File: src/core/overcurrent_defines.svh
// offsets, field positions, reset values and filter constants of the overcurrent comparator
`ifndef OVERCURRENT_DEFINES_SVH
`define OVERCURRENT_DEFINES_SVH

// ---------------------------------------------------------------
// register map
// ---------------------------------------------------------------
`define OC_ADDR_W          8
`define OC_DATA_W          16
`define OC_CFG_ADDR        8'h87
`define OC_HIGH_ADDR       8'h88
`define OC_LOW_ADDR        8'h89
`define OC_CFG_RESET       16'h0000
`define OC_HIGH_RESET      16'h7FFF
`define OC_LOW_RESET       16'h8000

// ---------------------------------------------------------------
// config field positions
// ---------------------------------------------------------------
`define OC_CFG_EN_BIT      15
`define OC_CFG_POL_BIT     14
`define OC_CFG_RSV_BIT     13
`define OC_CFG_NUM_HI      12
`define OC_CFG_NUM_LO      8
`define OC_CFG_LOW_ZERO    8'h00

// ---------------------------------------------------------------
// fast filter and comparison
// ---------------------------------------------------------------
`define OC_OSR             64
`define OC_DEC_W           6
`define OC_DEC_LAST        6'h3F
`define OC_ACC_W           21
`define OC_OUT_SHIFT       3
`define OC_POS_FS          16'h7FFF
`define OC_NEG_FS          16'h8000
`define OC_SAT_HI          21'h007FFF
`define OC_SAT_LO          21'h1F8000
`define OC_WARM_W          2
`define OC_WARM_DONE       2'h3
`define OC_CNT_W           8

`endif

File: src/core/overcurrent_pkg.sv
// types shared by the overcurrent comparator
package overcurrent_pkg;

	// comparator configuration word
	typedef struct packed {
		logic       enable;
		logic       polarity;
		logic       reserved;
		logic [4:0] count_select;
	} cfg_s;

	// shared pin setup coming from the pin multiplexer
	typedef struct packed {
		logic source_select;
		logic open_drain;
	} pin_cfg_s;

	// fault flags, index 0 high limit, index 1 low limit
	typedef logic [1:0] flags_t;

endpackage : overcurrent_pkg

File: src/core/overcurrent_comparator.sv
// overcurrent comparator: sinc3 fast filter, two limit comparators, deglitch, fault pin
`timescale 1ns/1ns
`include "overcurrent_defines.svh"

// Notes on behaviour
// filter and comparator run only while config bit 15 is set; resets to off.
// host keeps the shunt channel enabled whenever it uses the comparator.
// conversion start and stop bits neither start nor halt the fast filter.
// polarity bit 14 zero drives pin low on fault, one drives it high.
// fault is active when the high flag or the low flag is active.
// pin carries fault only when source select picks it; format shapes drive.
// bits 12..8 choose consecutive conversions needed, code 0 one, top code 128.
// fast filter is third order sinc with fixed oversampling ratio 64.
// deglitch count restarts at zero once output is inside the limit.
// high limit is a 16-bit two's complement value.
// high event when filter output strictly above high limit for chosen count.
// high limit at positive full scale disables high detection; reset value.
// low event when output strictly below low limit; negative full scale disables.
// 16-bit signed output compared once per conversion; counters step only then.
// host writes zero to reserved bit 13; low byte reads zero.
module overcurrent_comparator (
	input  wire logic                        CLK_I,
	input  wire logic                        RSTN_I,
	input  wire logic                        MOD_BIT_I,
	input  wire logic                        CHAN_EN_I,
	input  wire overcurrent_pkg::pin_cfg_s   PIN_CFG_I,
	input  wire logic [`OC_ADDR_W-1:0]       REG_ADDR_I,
	input  wire logic [`OC_DATA_W-1:0]       REG_WDATA_I,
	input  wire logic                        REG_WR_I,
	input  wire logic                        REG_RD_I,
	output logic      [`OC_DATA_W-1:0]       REG_RDATA_O,
	output logic                             FAULT_PIN_O,
	output logic                             FAULT_PIN_OE_O,
	output overcurrent_pkg::flags_t          FLAGS_O,
	output logic                             FAULT_ACTIVE_O
);
	import overcurrent_pkg::*;

	// ---------------------------------------------------------------
	// registers
	// ---------------------------------------------------------------
	cfg_s                   cfg_reg,   cfg_next;
	logic [`OC_DATA_W-1:0]  high_reg,  high_next;
	logic [`OC_DATA_W-1:0]  low_reg,   low_next;
	logic [`OC_DATA_W-1:0]  rdata_reg, rdata_next;

	// config reset held as a full word so the stored field slice is cut on purpose
	localparam logic [`OC_DATA_W-1:0] cfg_rst_word = `OC_CFG_RESET;

	// writes land on the named offsets; unmapped reads answer zero
	always_comb begin
		cfg_next   = cfg_reg;
		high_next  = high_reg;
		low_next   = low_reg;
		rdata_next = rdata_reg;
		if (REG_WR_I) begin
			unique case (REG_ADDR_I)
				`OC_CFG_ADDR: begin
					cfg_next.enable       = REG_WDATA_I[`OC_CFG_EN_BIT];
					cfg_next.polarity     = REG_WDATA_I[`OC_CFG_POL_BIT];
					cfg_next.reserved     = REG_WDATA_I[`OC_CFG_RSV_BIT];
					cfg_next.count_select = REG_WDATA_I[`OC_CFG_NUM_HI:`OC_CFG_NUM_LO];
				end
				`OC_HIGH_ADDR: high_next = REG_WDATA_I;
				`OC_LOW_ADDR:  low_next  = REG_WDATA_I;
				default: ;
			endcase
		end
		if (REG_RD_I) begin
			unique case (REG_ADDR_I)
				`OC_CFG_ADDR:  rdata_next = {cfg_reg, `OC_CFG_LOW_ZERO};
				`OC_HIGH_ADDR: rdata_next = high_reg;
				`OC_LOW_ADDR:  rdata_next = low_reg;
				default:       rdata_next = '0;
			endcase
		end
	end

	always_ff @(posedge CLK_I or negedge RSTN_I) begin
		if (!RSTN_I) begin
			cfg_reg   <= cfg_rst_word[`OC_DATA_W-1:`OC_CFG_NUM_LO];
			high_reg  <= `OC_HIGH_RESET;
			low_reg   <= `OC_LOW_RESET;
			rdata_reg <= '0;
		end else begin
			cfg_reg   <= cfg_next;
			high_reg  <= high_next;
			low_reg   <= low_next;
			rdata_reg <= rdata_next;
		end
	end

	// ---------------------------------------------------------------
	// sinc3 fast filter
	// ---------------------------------------------------------------
	// runs from the modulator bit alone; start/stop of the main path never reach it
	logic                          run;
	logic signed [`OC_ACC_W-1:0]   in_step;
	logic signed [`OC_ACC_W-1:0]   i1_reg, i2_reg, i3_reg, i1_next, i2_next, i3_next;
	logic signed [`OC_ACC_W-1:0]   d1_reg, d2_reg, d3_reg, d1_next, d2_next, d3_next;
	logic signed [`OC_ACC_W-1:0]   c1, c2, c3, scaled;
	logic        [`OC_DEC_W-1:0]   dec_reg, dec_next;
	logic        [`OC_WARM_W-1:0]  warm_reg, warm_next;
	logic signed [`OC_DATA_W-1:0]  data_reg, data_next;
	logic                          conv_reg, conv_next;

	assign run     = cfg_reg.enable && CHAN_EN_I;
	assign in_step = MOD_BIT_I ? `OC_ACC_W'sd1 : -`OC_ACC_W'sd1;

	// integrators every clock, combs once per 64 bits; wrap-around arithmetic is intended
	always_comb begin
		i1_next   = i1_reg;
		i2_next   = i2_reg;
		i3_next   = i3_reg;
		d1_next   = d1_reg;
		d2_next   = d2_reg;
		d3_next   = d3_reg;
		dec_next  = dec_reg;
		warm_next = warm_reg;
		data_next = data_reg;
		conv_next = 1'b0;
		c1        = i3_reg - d1_reg;
		c2        = c1 - d2_reg;
		c3        = c2 - d3_reg;
		scaled    = c3 >>> `OC_OUT_SHIFT;
		if (!run) begin
			i1_next   = '0;
			i2_next   = '0;
			i3_next   = '0;
			d1_next   = '0;
			d2_next   = '0;
			d3_next   = '0;
			dec_next  = '0;
			warm_next = '0;
		end else begin
			i1_next  = i1_reg + in_step;
			i2_next  = i2_reg + i1_reg;
			i3_next  = i3_reg + i2_reg;
			dec_next = dec_reg + `OC_DEC_W'd1;
			if (dec_reg == `OC_DEC_LAST) begin
				d1_next = i3_reg;
				d2_next = c1;
				d3_next = c2;
				// first combs hold start-up garbage, so they are not compared
				if (warm_reg != `OC_WARM_DONE)
					warm_next = warm_reg + `OC_WARM_W'd1;
				else
					conv_next = 1'b1;
				// full scale 2^18 lands one past +FS, so clamp both ends
				if (scaled > $signed(`OC_SAT_HI))
					data_next = `OC_POS_FS;
				else if (scaled < $signed(`OC_SAT_LO))
					data_next = `OC_NEG_FS;
				else
					data_next = scaled[`OC_DATA_W-1:0];
			end
		end
	end

	always_ff @(posedge CLK_I or negedge RSTN_I) begin
		if (!RSTN_I) begin
			i1_reg   <= '0;
			i2_reg   <= '0;
			i3_reg   <= '0;
			d1_reg   <= '0;
			d2_reg   <= '0;
			d3_reg   <= '0;
			dec_reg  <= '0;
			warm_reg <= '0;
			data_reg <= '0;
			conv_reg <= 1'b0;
		end else begin
			i1_reg   <= i1_next;
			i2_reg   <= i2_next;
			i3_reg   <= i3_next;
			d1_reg   <= d1_next;
			d2_reg   <= d2_next;
			d3_reg   <= d3_next;
			dec_reg  <= dec_next;
			warm_reg <= warm_next;
			data_reg <= data_next;
			conv_reg <= conv_next;
		end
	end

	// ---------------------------------------------------------------
	// limit comparators with deglitch
	// ---------------------------------------------------------------
	// count select to required conversions
	function automatic logic [`OC_CNT_W-1:0] needed(input logic [4:0] code);
		logic [`OC_CNT_W-1:0] n;
		n = '0;
		unique case (code)
			5'h0A: n = 8'h0C; 5'h0B: n = 8'h0E; 5'h0C: n = 8'h10; 5'h0D: n = 8'h12;
			5'h0E: n = 8'h14; 5'h0F: n = 8'h16; 5'h10: n = 8'h18; 5'h11: n = 8'h1C;
			5'h12: n = 8'h20; 5'h13: n = 8'h28; 5'h14: n = 8'h30; 5'h15: n = 8'h34;
			5'h16: n = 8'h38; 5'h17: n = 8'h40; 5'h18: n = 8'h48; 5'h19: n = 8'h50;
			5'h1A: n = 8'h58; 5'h1B: n = 8'h60; 5'h1C: n = 8'h68; 5'h1D: n = 8'h70;
			5'h1E: n = 8'h78; 5'h1F: n = 8'h80;
			default: n = {3'h0, code} + 8'h01; // codes 0..9 give 1..10
		endcase
		return n;
	endfunction : needed

	logic [`OC_CNT_W-1:0] need;
	logic [1:0]           armed, exceed;
	logic [`OC_CNT_W-1:0] cnt_reg  [2];
	logic [`OC_CNT_W-1:0] cnt_next [2];
	flags_t               flag_reg, flag_next;

	assign need      = needed(cfg_reg.count_select);
	assign armed[0]  = high_reg != `OC_POS_FS;
	assign armed[1]  = low_reg  != `OC_NEG_FS;
	assign exceed[0] = armed[0] && (data_reg > $signed(high_reg));
	assign exceed[1] = armed[1] && (data_reg < $signed(low_reg));

	genvar g;
	generate
		for (g = 0; g < 2; g++) begin : g_limit
			// no hysteresis: any in-range conversion drops count and flag
			always_comb begin
				cnt_next[g]  = cnt_reg[g];
				flag_next[g] = flag_reg[g];
				if (!run || !armed[g]) begin
					cnt_next[g]  = '0;
					flag_next[g] = 1'b0;
				end else if (conv_reg) begin
					if (exceed[g]) begin
						if (cnt_reg[g] < need)
							cnt_next[g] = cnt_reg[g] + `OC_CNT_W'd1;
						flag_next[g] = ({1'b0, cnt_reg[g]} + 9'h001) >= {1'b0, need};
					end else begin
						cnt_next[g]  = '0;
						flag_next[g] = 1'b0;
					end
				end
			end

			always_ff @(posedge CLK_I or negedge RSTN_I) begin
				if (!RSTN_I) begin
					cnt_reg[g]  <= '0;
					flag_reg[g] <= 1'b0;
				end else begin
					cnt_reg[g]  <= cnt_next[g];
					flag_reg[g] <= flag_next[g];
				end
			end
		end
	endgenerate

	// ---------------------------------------------------------------
	// fault pin
	// ---------------------------------------------------------------
	logic fault, level;
	logic pin_next, oe_next;

	assign fault = |flag_reg;
	assign level = cfg_reg.polarity ? fault : !fault;

	// open drain only pulls low, so a high level means releasing the pin
	always_comb begin
		pin_next = 1'b0;
		oe_next  = 1'b0;
		if (PIN_CFG_I.source_select) begin
			if (PIN_CFG_I.open_drain)
				oe_next = !level;
			else begin
				pin_next = level;
				oe_next  = 1'b1;
			end
		end
	end

	always_ff @(posedge CLK_I or negedge RSTN_I) begin
		if (!RSTN_I) begin
			FAULT_PIN_O    <= 1'b0;
			FAULT_PIN_OE_O <= 1'b0;
			FAULT_ACTIVE_O <= 1'b0;
		end else begin
			FAULT_PIN_O    <= pin_next;
			FAULT_PIN_OE_O <= oe_next;
			FAULT_ACTIVE_O <= fault;
		end
	end

	assign REG_RDATA_O = rdata_reg;
	assign FLAGS_O     = flag_reg;

	// ---------------------------------------------------------------
	// checks
	// ---------------------------------------------------------------
	disabled_clear_a: assert property (@(posedge CLK_I) disable iff (!RSTN_I)
		!cfg_reg.enable |=> flag_reg == 2'b00 && cnt_reg[0] == '0)
		else $error("flags not cleared while comparator is off");
	high_off_a: assert property (@(posedge CLK_I) disable iff (!RSTN_I)
		(high_reg == `OC_POS_FS) |=> !flag_reg[0])
		else $error("high flag set with high limit at full scale");
	low_off_a: assert property (@(posedge CLK_I) disable iff (!RSTN_I)
		(low_reg == `OC_NEG_FS) |=> !flag_reg[1])
		else $error("low flag set with low limit at full scale");
	pin_level_a: assert property (@(posedge CLK_I) disable iff (!RSTN_I)
		(PIN_CFG_I.source_select && !PIN_CFG_I.open_drain) |=>
		FAULT_PIN_O == ($past(cfg_reg.polarity) ? $past(|flag_reg) : !$past(|flag_reg)))
		else $error("fault pin level does not follow polarity");
	fault_or_a: assert property (@(posedge CLK_I) disable iff (!RSTN_I)
		1'b1 |=> FAULT_ACTIVE_O == $past(flag_reg != 2'b00))
		else $error("fault active does not follow the flags");
	pin_release_a: assert property (@(posedge CLK_I) disable iff (!RSTN_I)
		!PIN_CFG_I.source_select |=> !FAULT_PIN_OE_O)
		else $error("pin driven while not selected");
	restart_a: assert property (@(posedge CLK_I) disable iff (!RSTN_I)
		(conv_reg && !exceed[0]) |=> cnt_reg[0] == '0 && !flag_reg[0])
		else $error("deglitch count not restarted");
	count_hold_a: assert property (@(posedge CLK_I) disable iff (!RSTN_I)
		(!conv_reg && run && armed[0] && $stable(high_reg)) |=> $stable(cnt_reg[0]))
		else $error("deglitch count moved between conversions");
	conv_period_a: assert property (@(posedge CLK_I) disable iff (!RSTN_I)
		conv_reg |-> $past(dec_reg) == `OC_DEC_LAST)
		else $error("conversion not on the 64th modulator bit");
	trip_a: assert property (@(posedge CLK_I) disable iff (!RSTN_I)
		$rose(flag_reg[0]) |-> $past(conv_reg) && $past(exceed[0]))
		else $error("high flag rose without an exceeding conversion");

endmodule : overcurrent_comparator

File: config.mk
export PLATFORM = sky130hd
export DESIGN_NAME = overcurrent_comparator
export DESIGN_NICKNAME = d
export VERILOG_FILES = /design/src/core/overcurrent_pkg.sv /design/src/core/overcurrent_comparator.sv
export VERILOG_INCLUDE_DIRS = /design/src /design/src/core
export SDC_FILE = /design/constraint.sdc
export NUM_CORES = 1
export LEC_CHECK = 0
export BUFFER_PORTS_ARGS = -buffer_cell sky130_fd_sc_hd__buf_2
export CAP_MARGIN = 5
export CORE_MARGIN = 2
export CORE_UTILIZATION = 40
export CTS_CLUSTER_SIZE = 12
export DETAILED_ROUTE_END_ITERATION = 6
export SYNTH_ARGS = -nofsm -noshare
export SYNTH_HDL_FRONTEND = slang
export SYNTH_SLANG_ARGS = --single-unit
File: constraint.sdc
create_clock -name CLK_I -period 9.45 [get_ports CLK_I]
set_input_delay 1.89 -clock CLK_I [delete_from_list [all_inputs] [get_ports CLK_I]]
set_output_delay 1.89 -clock CLK_I [all_outputs]
set_load 0.02 [all_outputs]
== Word-level counts from Yosys, hierarchy flattened ==
Cells that the tools add are included.
Widths: inputs -> output; s select.

* Add/subtract/negate cells: 13
* Multiply operators: 0
* Div/mod/pow operators: 0
* Order comparisons: 8
* Equal/unequal tests: 33
* Shift operators: 0
* Muxes and demuxes: 40
* Bitwise operators: 0
* Reductions and logical operators: 20

{| class="wikitable"
|+ Operator list
! operator !! count
|-
| $mux 21 || 10
|-
| $pmux 8 s22 || 1
|-
| $eq 5x5->1 const B || 16
|-
| $mux 8 || 8
|-
| $add 21x21->21 || 3
|-
| $sub 21x21->21 || 3
|-
| $pmux 16 s3 || 1
|-
| $mux 16 || 2
|-
| $eq 5x4->1 const B || 6
|-
| $eq 8x8->1 const B || 3
|-
| $add 8x1->9 const B || 2
|-
| $ge 9x8->1 || 2
|-
| $gt 18x16->1 const B || 1
|-
| $lt 18x16->1 const B || 1
|-
| $add 8x1->8 const B || 2
|-
| $gt 16x16->1 || 1
|-
| $lt 16x16->1 || 1
|-
| $lt 8x8->1 || 2
|-
| $ne 16x15->1 const B || 1
|-
| $ne 16x16->1 const B || 1
|-
| $mux 1 || 14
|-
| $reduce_and 2->1 || 7
|-
| $add 5x1->6 const B || 1
|-
| $add 6x1->6 const B || 1
|-
| other kinds (12) || 24
|}

* Bits in registers: 228
* Bits in latches: 0
* Memory bits (writable): 0
* Memory bits (read-only): 0
* Input bits: 32
* Output and inout bits: 21
* Memories kept: 0

== Logic depth before layout (Yosys ltp) ==
* Word-level depth: 7
* Mapped depth: 29
* Depth with buffers taken out: 28

== Worst setup path before layout ==
Ideal clock, no wire load.

* Path type: reg-to-reg
* Start: register i3_reg[0]
* End: register data_reg[2]
* Library setup time: 129 ps
* Data arrival time: 5313 ps
* Setup slack: 4008 ps
* Cell stages (with the launch flop): 28
* Buffers on the path: 1
* Clock period less this slack: 5442 ps
* Cells stage by stage: dfrtp_1 -> inv_1 -> ha_1 -> inv_1 -> fa_1 -> a211oi_2 -> o21ai_0 -> o31ai_1 -> nand2_1 -> or2_2 -> a21oi_1 -> xnor2_1 -> ha_1 -> a21o_1 -> o21bai_1 -> xor2_1 -> ha_1 -> a21o_1 -> a21oi_1 -> nand3b_1 -> a31o_2 -> a31oi_1 -> o21bai_1 -> xor2_1 -> or2_2 -> a21oi_4 -> buf_6 -> o22ai_1

* Cells in the longest elaborated chain, start to end: 6
* Elaborated cells between the ends (all ways): 7
* Classes of those cells: add/sub: 3; order compare: 2; mux: 2

{| class="wikitable"
|+ Ends and longest elaborated chain
! item !! line !! text
|-
| start: declaration || overcurrent_comparator.sv:99 || <nowiki>logic signed [`OC_ACC_W-1:0] i1_reg, i2_reg, i3_reg, i1_next, i2_next, i3_next;</nowiki>
|-
| start signal: assignment || overcurrent_comparator.sv:175 || <nowiki>i3_reg <= i3_next;</nowiki>
|-
| $sub 21x21->21 (*) || overcurrent_comparator.sv:122 || <nowiki>c1 = i3_reg - d1_reg;</nowiki>
|-
| $sub 21x21->21 (*) || overcurrent_comparator.sv:123 || <nowiki>c2 = c1 - d2_reg;</nowiki>
|-
| $sub 21x21->21 (*) || overcurrent_comparator.sv:124 || <nowiki>c3 = c2 - d3_reg;</nowiki>
|-
| $lt 18x16->1 || overcurrent_comparator.sv:152 || <nowiki>else if (scaled < $signed(`OC_SAT_LO))</nowiki>
|-
| $mux 16 || overcurrent_comparator.sv:152 ||
|-
| $mux 16 (*) || overcurrent_comparator.sv:150 || <nowiki>if (scaled > $signed(`OC_SAT_HI))</nowiki>
|-
| end signal: assignment || overcurrent_comparator.sv:181 || <nowiki>data_reg <= data_next;</nowiki>
|-
| end: declaration || overcurrent_comparator.sv:104 || <nowiki>logic signed [`OC_DATA_W-1:0] data_reg, data_next;</nowiki>
|}

Every way passes the cells marked *; elsewhere a longest branch is shown, timed or not.
A chain may end at the register's enable or synchronous reset.

== Worst setup path after layout ==
* Start: register i3_reg[0]
* End: register data_reg[10]

The elaborated chain is that of the path after synthesis.

==> summary.md <==
## Outcome
- outcome: complete, no violations

## Detailed routing
- total wirelength of the detailed-routed design: 35700 um
- Remaining DRCs: 0
- vias after detailed routing: 12344
- DR vias/cell: 5.31
- first-iteration detailed-routing DRC count: 624
- wire length per cell: 15.3 um
- number of nets with antenna violations after detailed routing: 0
- Pre-antenna DRT Iters: 5

## Floorplan
- core area: 38900 um^2
- FP Rows: 72
- num ports: 53
- Die Y: 203 um
- Initial Utilization: 40.7%
- Die X-Extent: 203 um
- area of the die: 41200 um^2

## Clocking
- CTS clock-pin slew for the worst setup and hold paths: 0.06 ns
- TritonCTS buffer count: 27
- clock tree from TritonCTS: done
- clock sinks: 228
- hold buffers post-CTS: 0
- Post-CTS Setup Bufs: 0
- cts repair resizes: 0
- maximum buffer depth of the clock tree: 3
- H-tree level count: 1
- Worst-Skew Late Latency: 0.55 ns
- cell chosen for the clock root: clkbuf_16

## Global route
- GRT Max-Usage Layer: met2
- gr usage total: 17.6%
- via count of the first global-routing pass: 12501
- maximum number of pins on one net before global-route repair: 108
- antenna violations before repair: 0
- GR Util met1: 22.9%
- GR met2 Demand/Resource: 31.2%
- met3 track demand over resource in global routing: 1.91%
- remaining global-route overflow: 0
- first-pass GRT wire length: 61000 um

## Final layout
- Diodes inserted: 0
- area delta synth->final: 10.4%
- most frequent standard cell in the layout excluding fill and tap cells: dfrtp_1
- Post-layout nets: 2017
- most frequent cells in the layout: dfrtp_1, ha_1, nand2_1
- share of cells above drive strength 1: 10.7%

## STA
- unrepaired setup endpoints after global routing: false
- final clock period utilization by the worst path: 65.6%
- final-layout setup total negative slack: 0 ns
- total setup violations reported at the end of the flow: 0
- number of endpoints with negative hold slack in the final report: 0
- Relative slew margins: 33.0%
- clock skew after layout: 0.0142 ns
- Fmax achieved: 161 MHz
- crit path time final: 6.20 ns
- number of max-slew violations in the final report: 0
- actual slew at the worst max-slew pin: 1.01 ns

## Synthesis
- synthesized area per cell: 9.07 um^2
- count of warnings emitted by yosys: 0
- register bit count reported by yosys: 228
- share of Yosys cell area claimed by the top area cell type: 33.5%
- cell type with the largest total area after synthesis: dfrtp_1
- number of enable-type register cells in the synthesized netlist: 0
- post-synth cell types: 76
- number of nets produced by synthesis: 1976
- Mapped Cells: 1748
- most used flip-flop cell after synthesis: dfrtp_1
- cell types occupying the most area after synthesis: dfrtp_1, ha_1, a21oi_1
- proportion of register bits with asynchronous set or reset after synthesis: 100%
- post-synthesis cell area: 15900 um^2
- Seq/Total Area, Yosys: 36.1%

## Place
- port buffer count: 52
- post-detailed-placement half-perimeter wirelength: 25800 um
- RePlAce Congestion: 0.843

## Worst hold path
- hold crit path type: reg -> reg
- Hold Path Cell Cnt: 1

## Setup path
- Critical Path AT: 6.60 ns
- type of origin of the critical path: register
- path type of the worst setup path: reg -> reg
- CP endpoint kind: register
- largest driver fanout on the critical path: 15
- critical path data required time: 9.85 ns
- worst r2r path cells: 26

## Power and ir drop
- areal power density over the cells: 125 nW/um^2
- maximum vdd drop: 0.000110 V
- static power due to leakage: 0.00816 uW
- power after layout: 2190 uW

## Flow run
- count of maximum capacitance violations: 0

[per-layer routing]
layer  vias up  share of wire (%)
li1       6248                  -
met1      5912                 47
met5         -                  0
met4         0                2.2
met3        50                2.3
met2       134                 49
[where the power goes]
part / total, uW / internal [uW] / switching (uW) / leakage, uW
sequential: 1010 / 992 / 16.2 / 0.00311
clock: 1030 / 613 / 421 / 0.000423
combinational: 150 / 57.3 / 92.3 / 0.00463
total: 2190 / 1660 / 530 / 0.00816
[logic make-up (layout without fill, tap and decap cells)]
kind of cell               Yosys count  count (layout)  share of synthesized area (%)
muxes                               51              51                           3.55
DFF                                228             228                           36.1
adders and majority gates          196             196                           15.7
xor gates and xnor gates           117             117                           6.56
buffers and inverters              187             247                           4.55
AOI/OAI and AO/OA                  458             458                           18.7
and+or+nand+nor                    511             511                           14.8
[metrics by stage]
stage	setup slack (ns)	hold WS, ns	instance area [um^2]	std cells	utilization (%)
after floorplan	4.01	0.433	15900	1748	-
after global placement	3.40	0.450	16600	2278	42.8
after detailed placement	3.32	0.456	16600	2278	42.8
after CTS	3.28	0.464	17500	2326	45.0
after global routing	2.81	0.479	17500	2326	45.0
final	3.25	0.462	17500	2326	45.0
[cell usage after synthesis, drive strengths merged (21+ instances only)]
cell    count
clkbuf     31
xnor2      65
nand2b     24
nor2      161
nand3      30
dfrtp     212
a21oi     163
mux2       42
a21o       42
nor3       26
ha        191
inv       140
o21a       21
xor2       51
nand2     174
o22ai      24
o21ai      73
[worst max-delay path: stages, from the launching register on]
cell and delay (ns):
dfrtp_1 0.40, inv_1 0.07, ha_1 0.16, inv_1 0.06, fa_1 0.43, a211oi_2 0.27, o21ai_0 0.19, o31ai_1 0.31
nand2_1 0.11, or2_2 0.28, a21oi_1 0.17, xnor2_1 0.17, ha_1 0.34, a21o_1 0.21, o21bai_1 0.17, xor2_1 0.23
ha_1 0.32, a21o_1 0.19, a21oi_1 0.22, nand3b_1 0.11, a31o_2 0.23, a31oi_1 0.23, o21bai_1 0.11, xor2_1 0.15
or2_2 0.33, a21oi_4 0.43, o22ai_1 0.17
[path summary, 6_finish.rpt]
kind,to,from,slack [ns]
max in group asynchronous,low_reg[5],RSTN_I,6.49
min,dec_reg[0],dec_reg[0],0.46
max reg2reg,data_reg[10],i3_reg[0],3.25
max,data_reg[10],i3_reg[0],3.25
min in group asynchronous,REG_RDATA_O[12],RSTN_I,1.38
min reg2reg,dec_reg[0],dec_reg[0],0.46
[final cells by class]
type	count	area [um^2]
fillers	3823	21400
multi-input cells	1333	9420
flip-flops and latches	228	5730
clock buffers	40	764
well taps	518	648
inverters	140	526
repair buffers	59	323
clock inverters	8	103
Power figures use the tool's default switching activity.
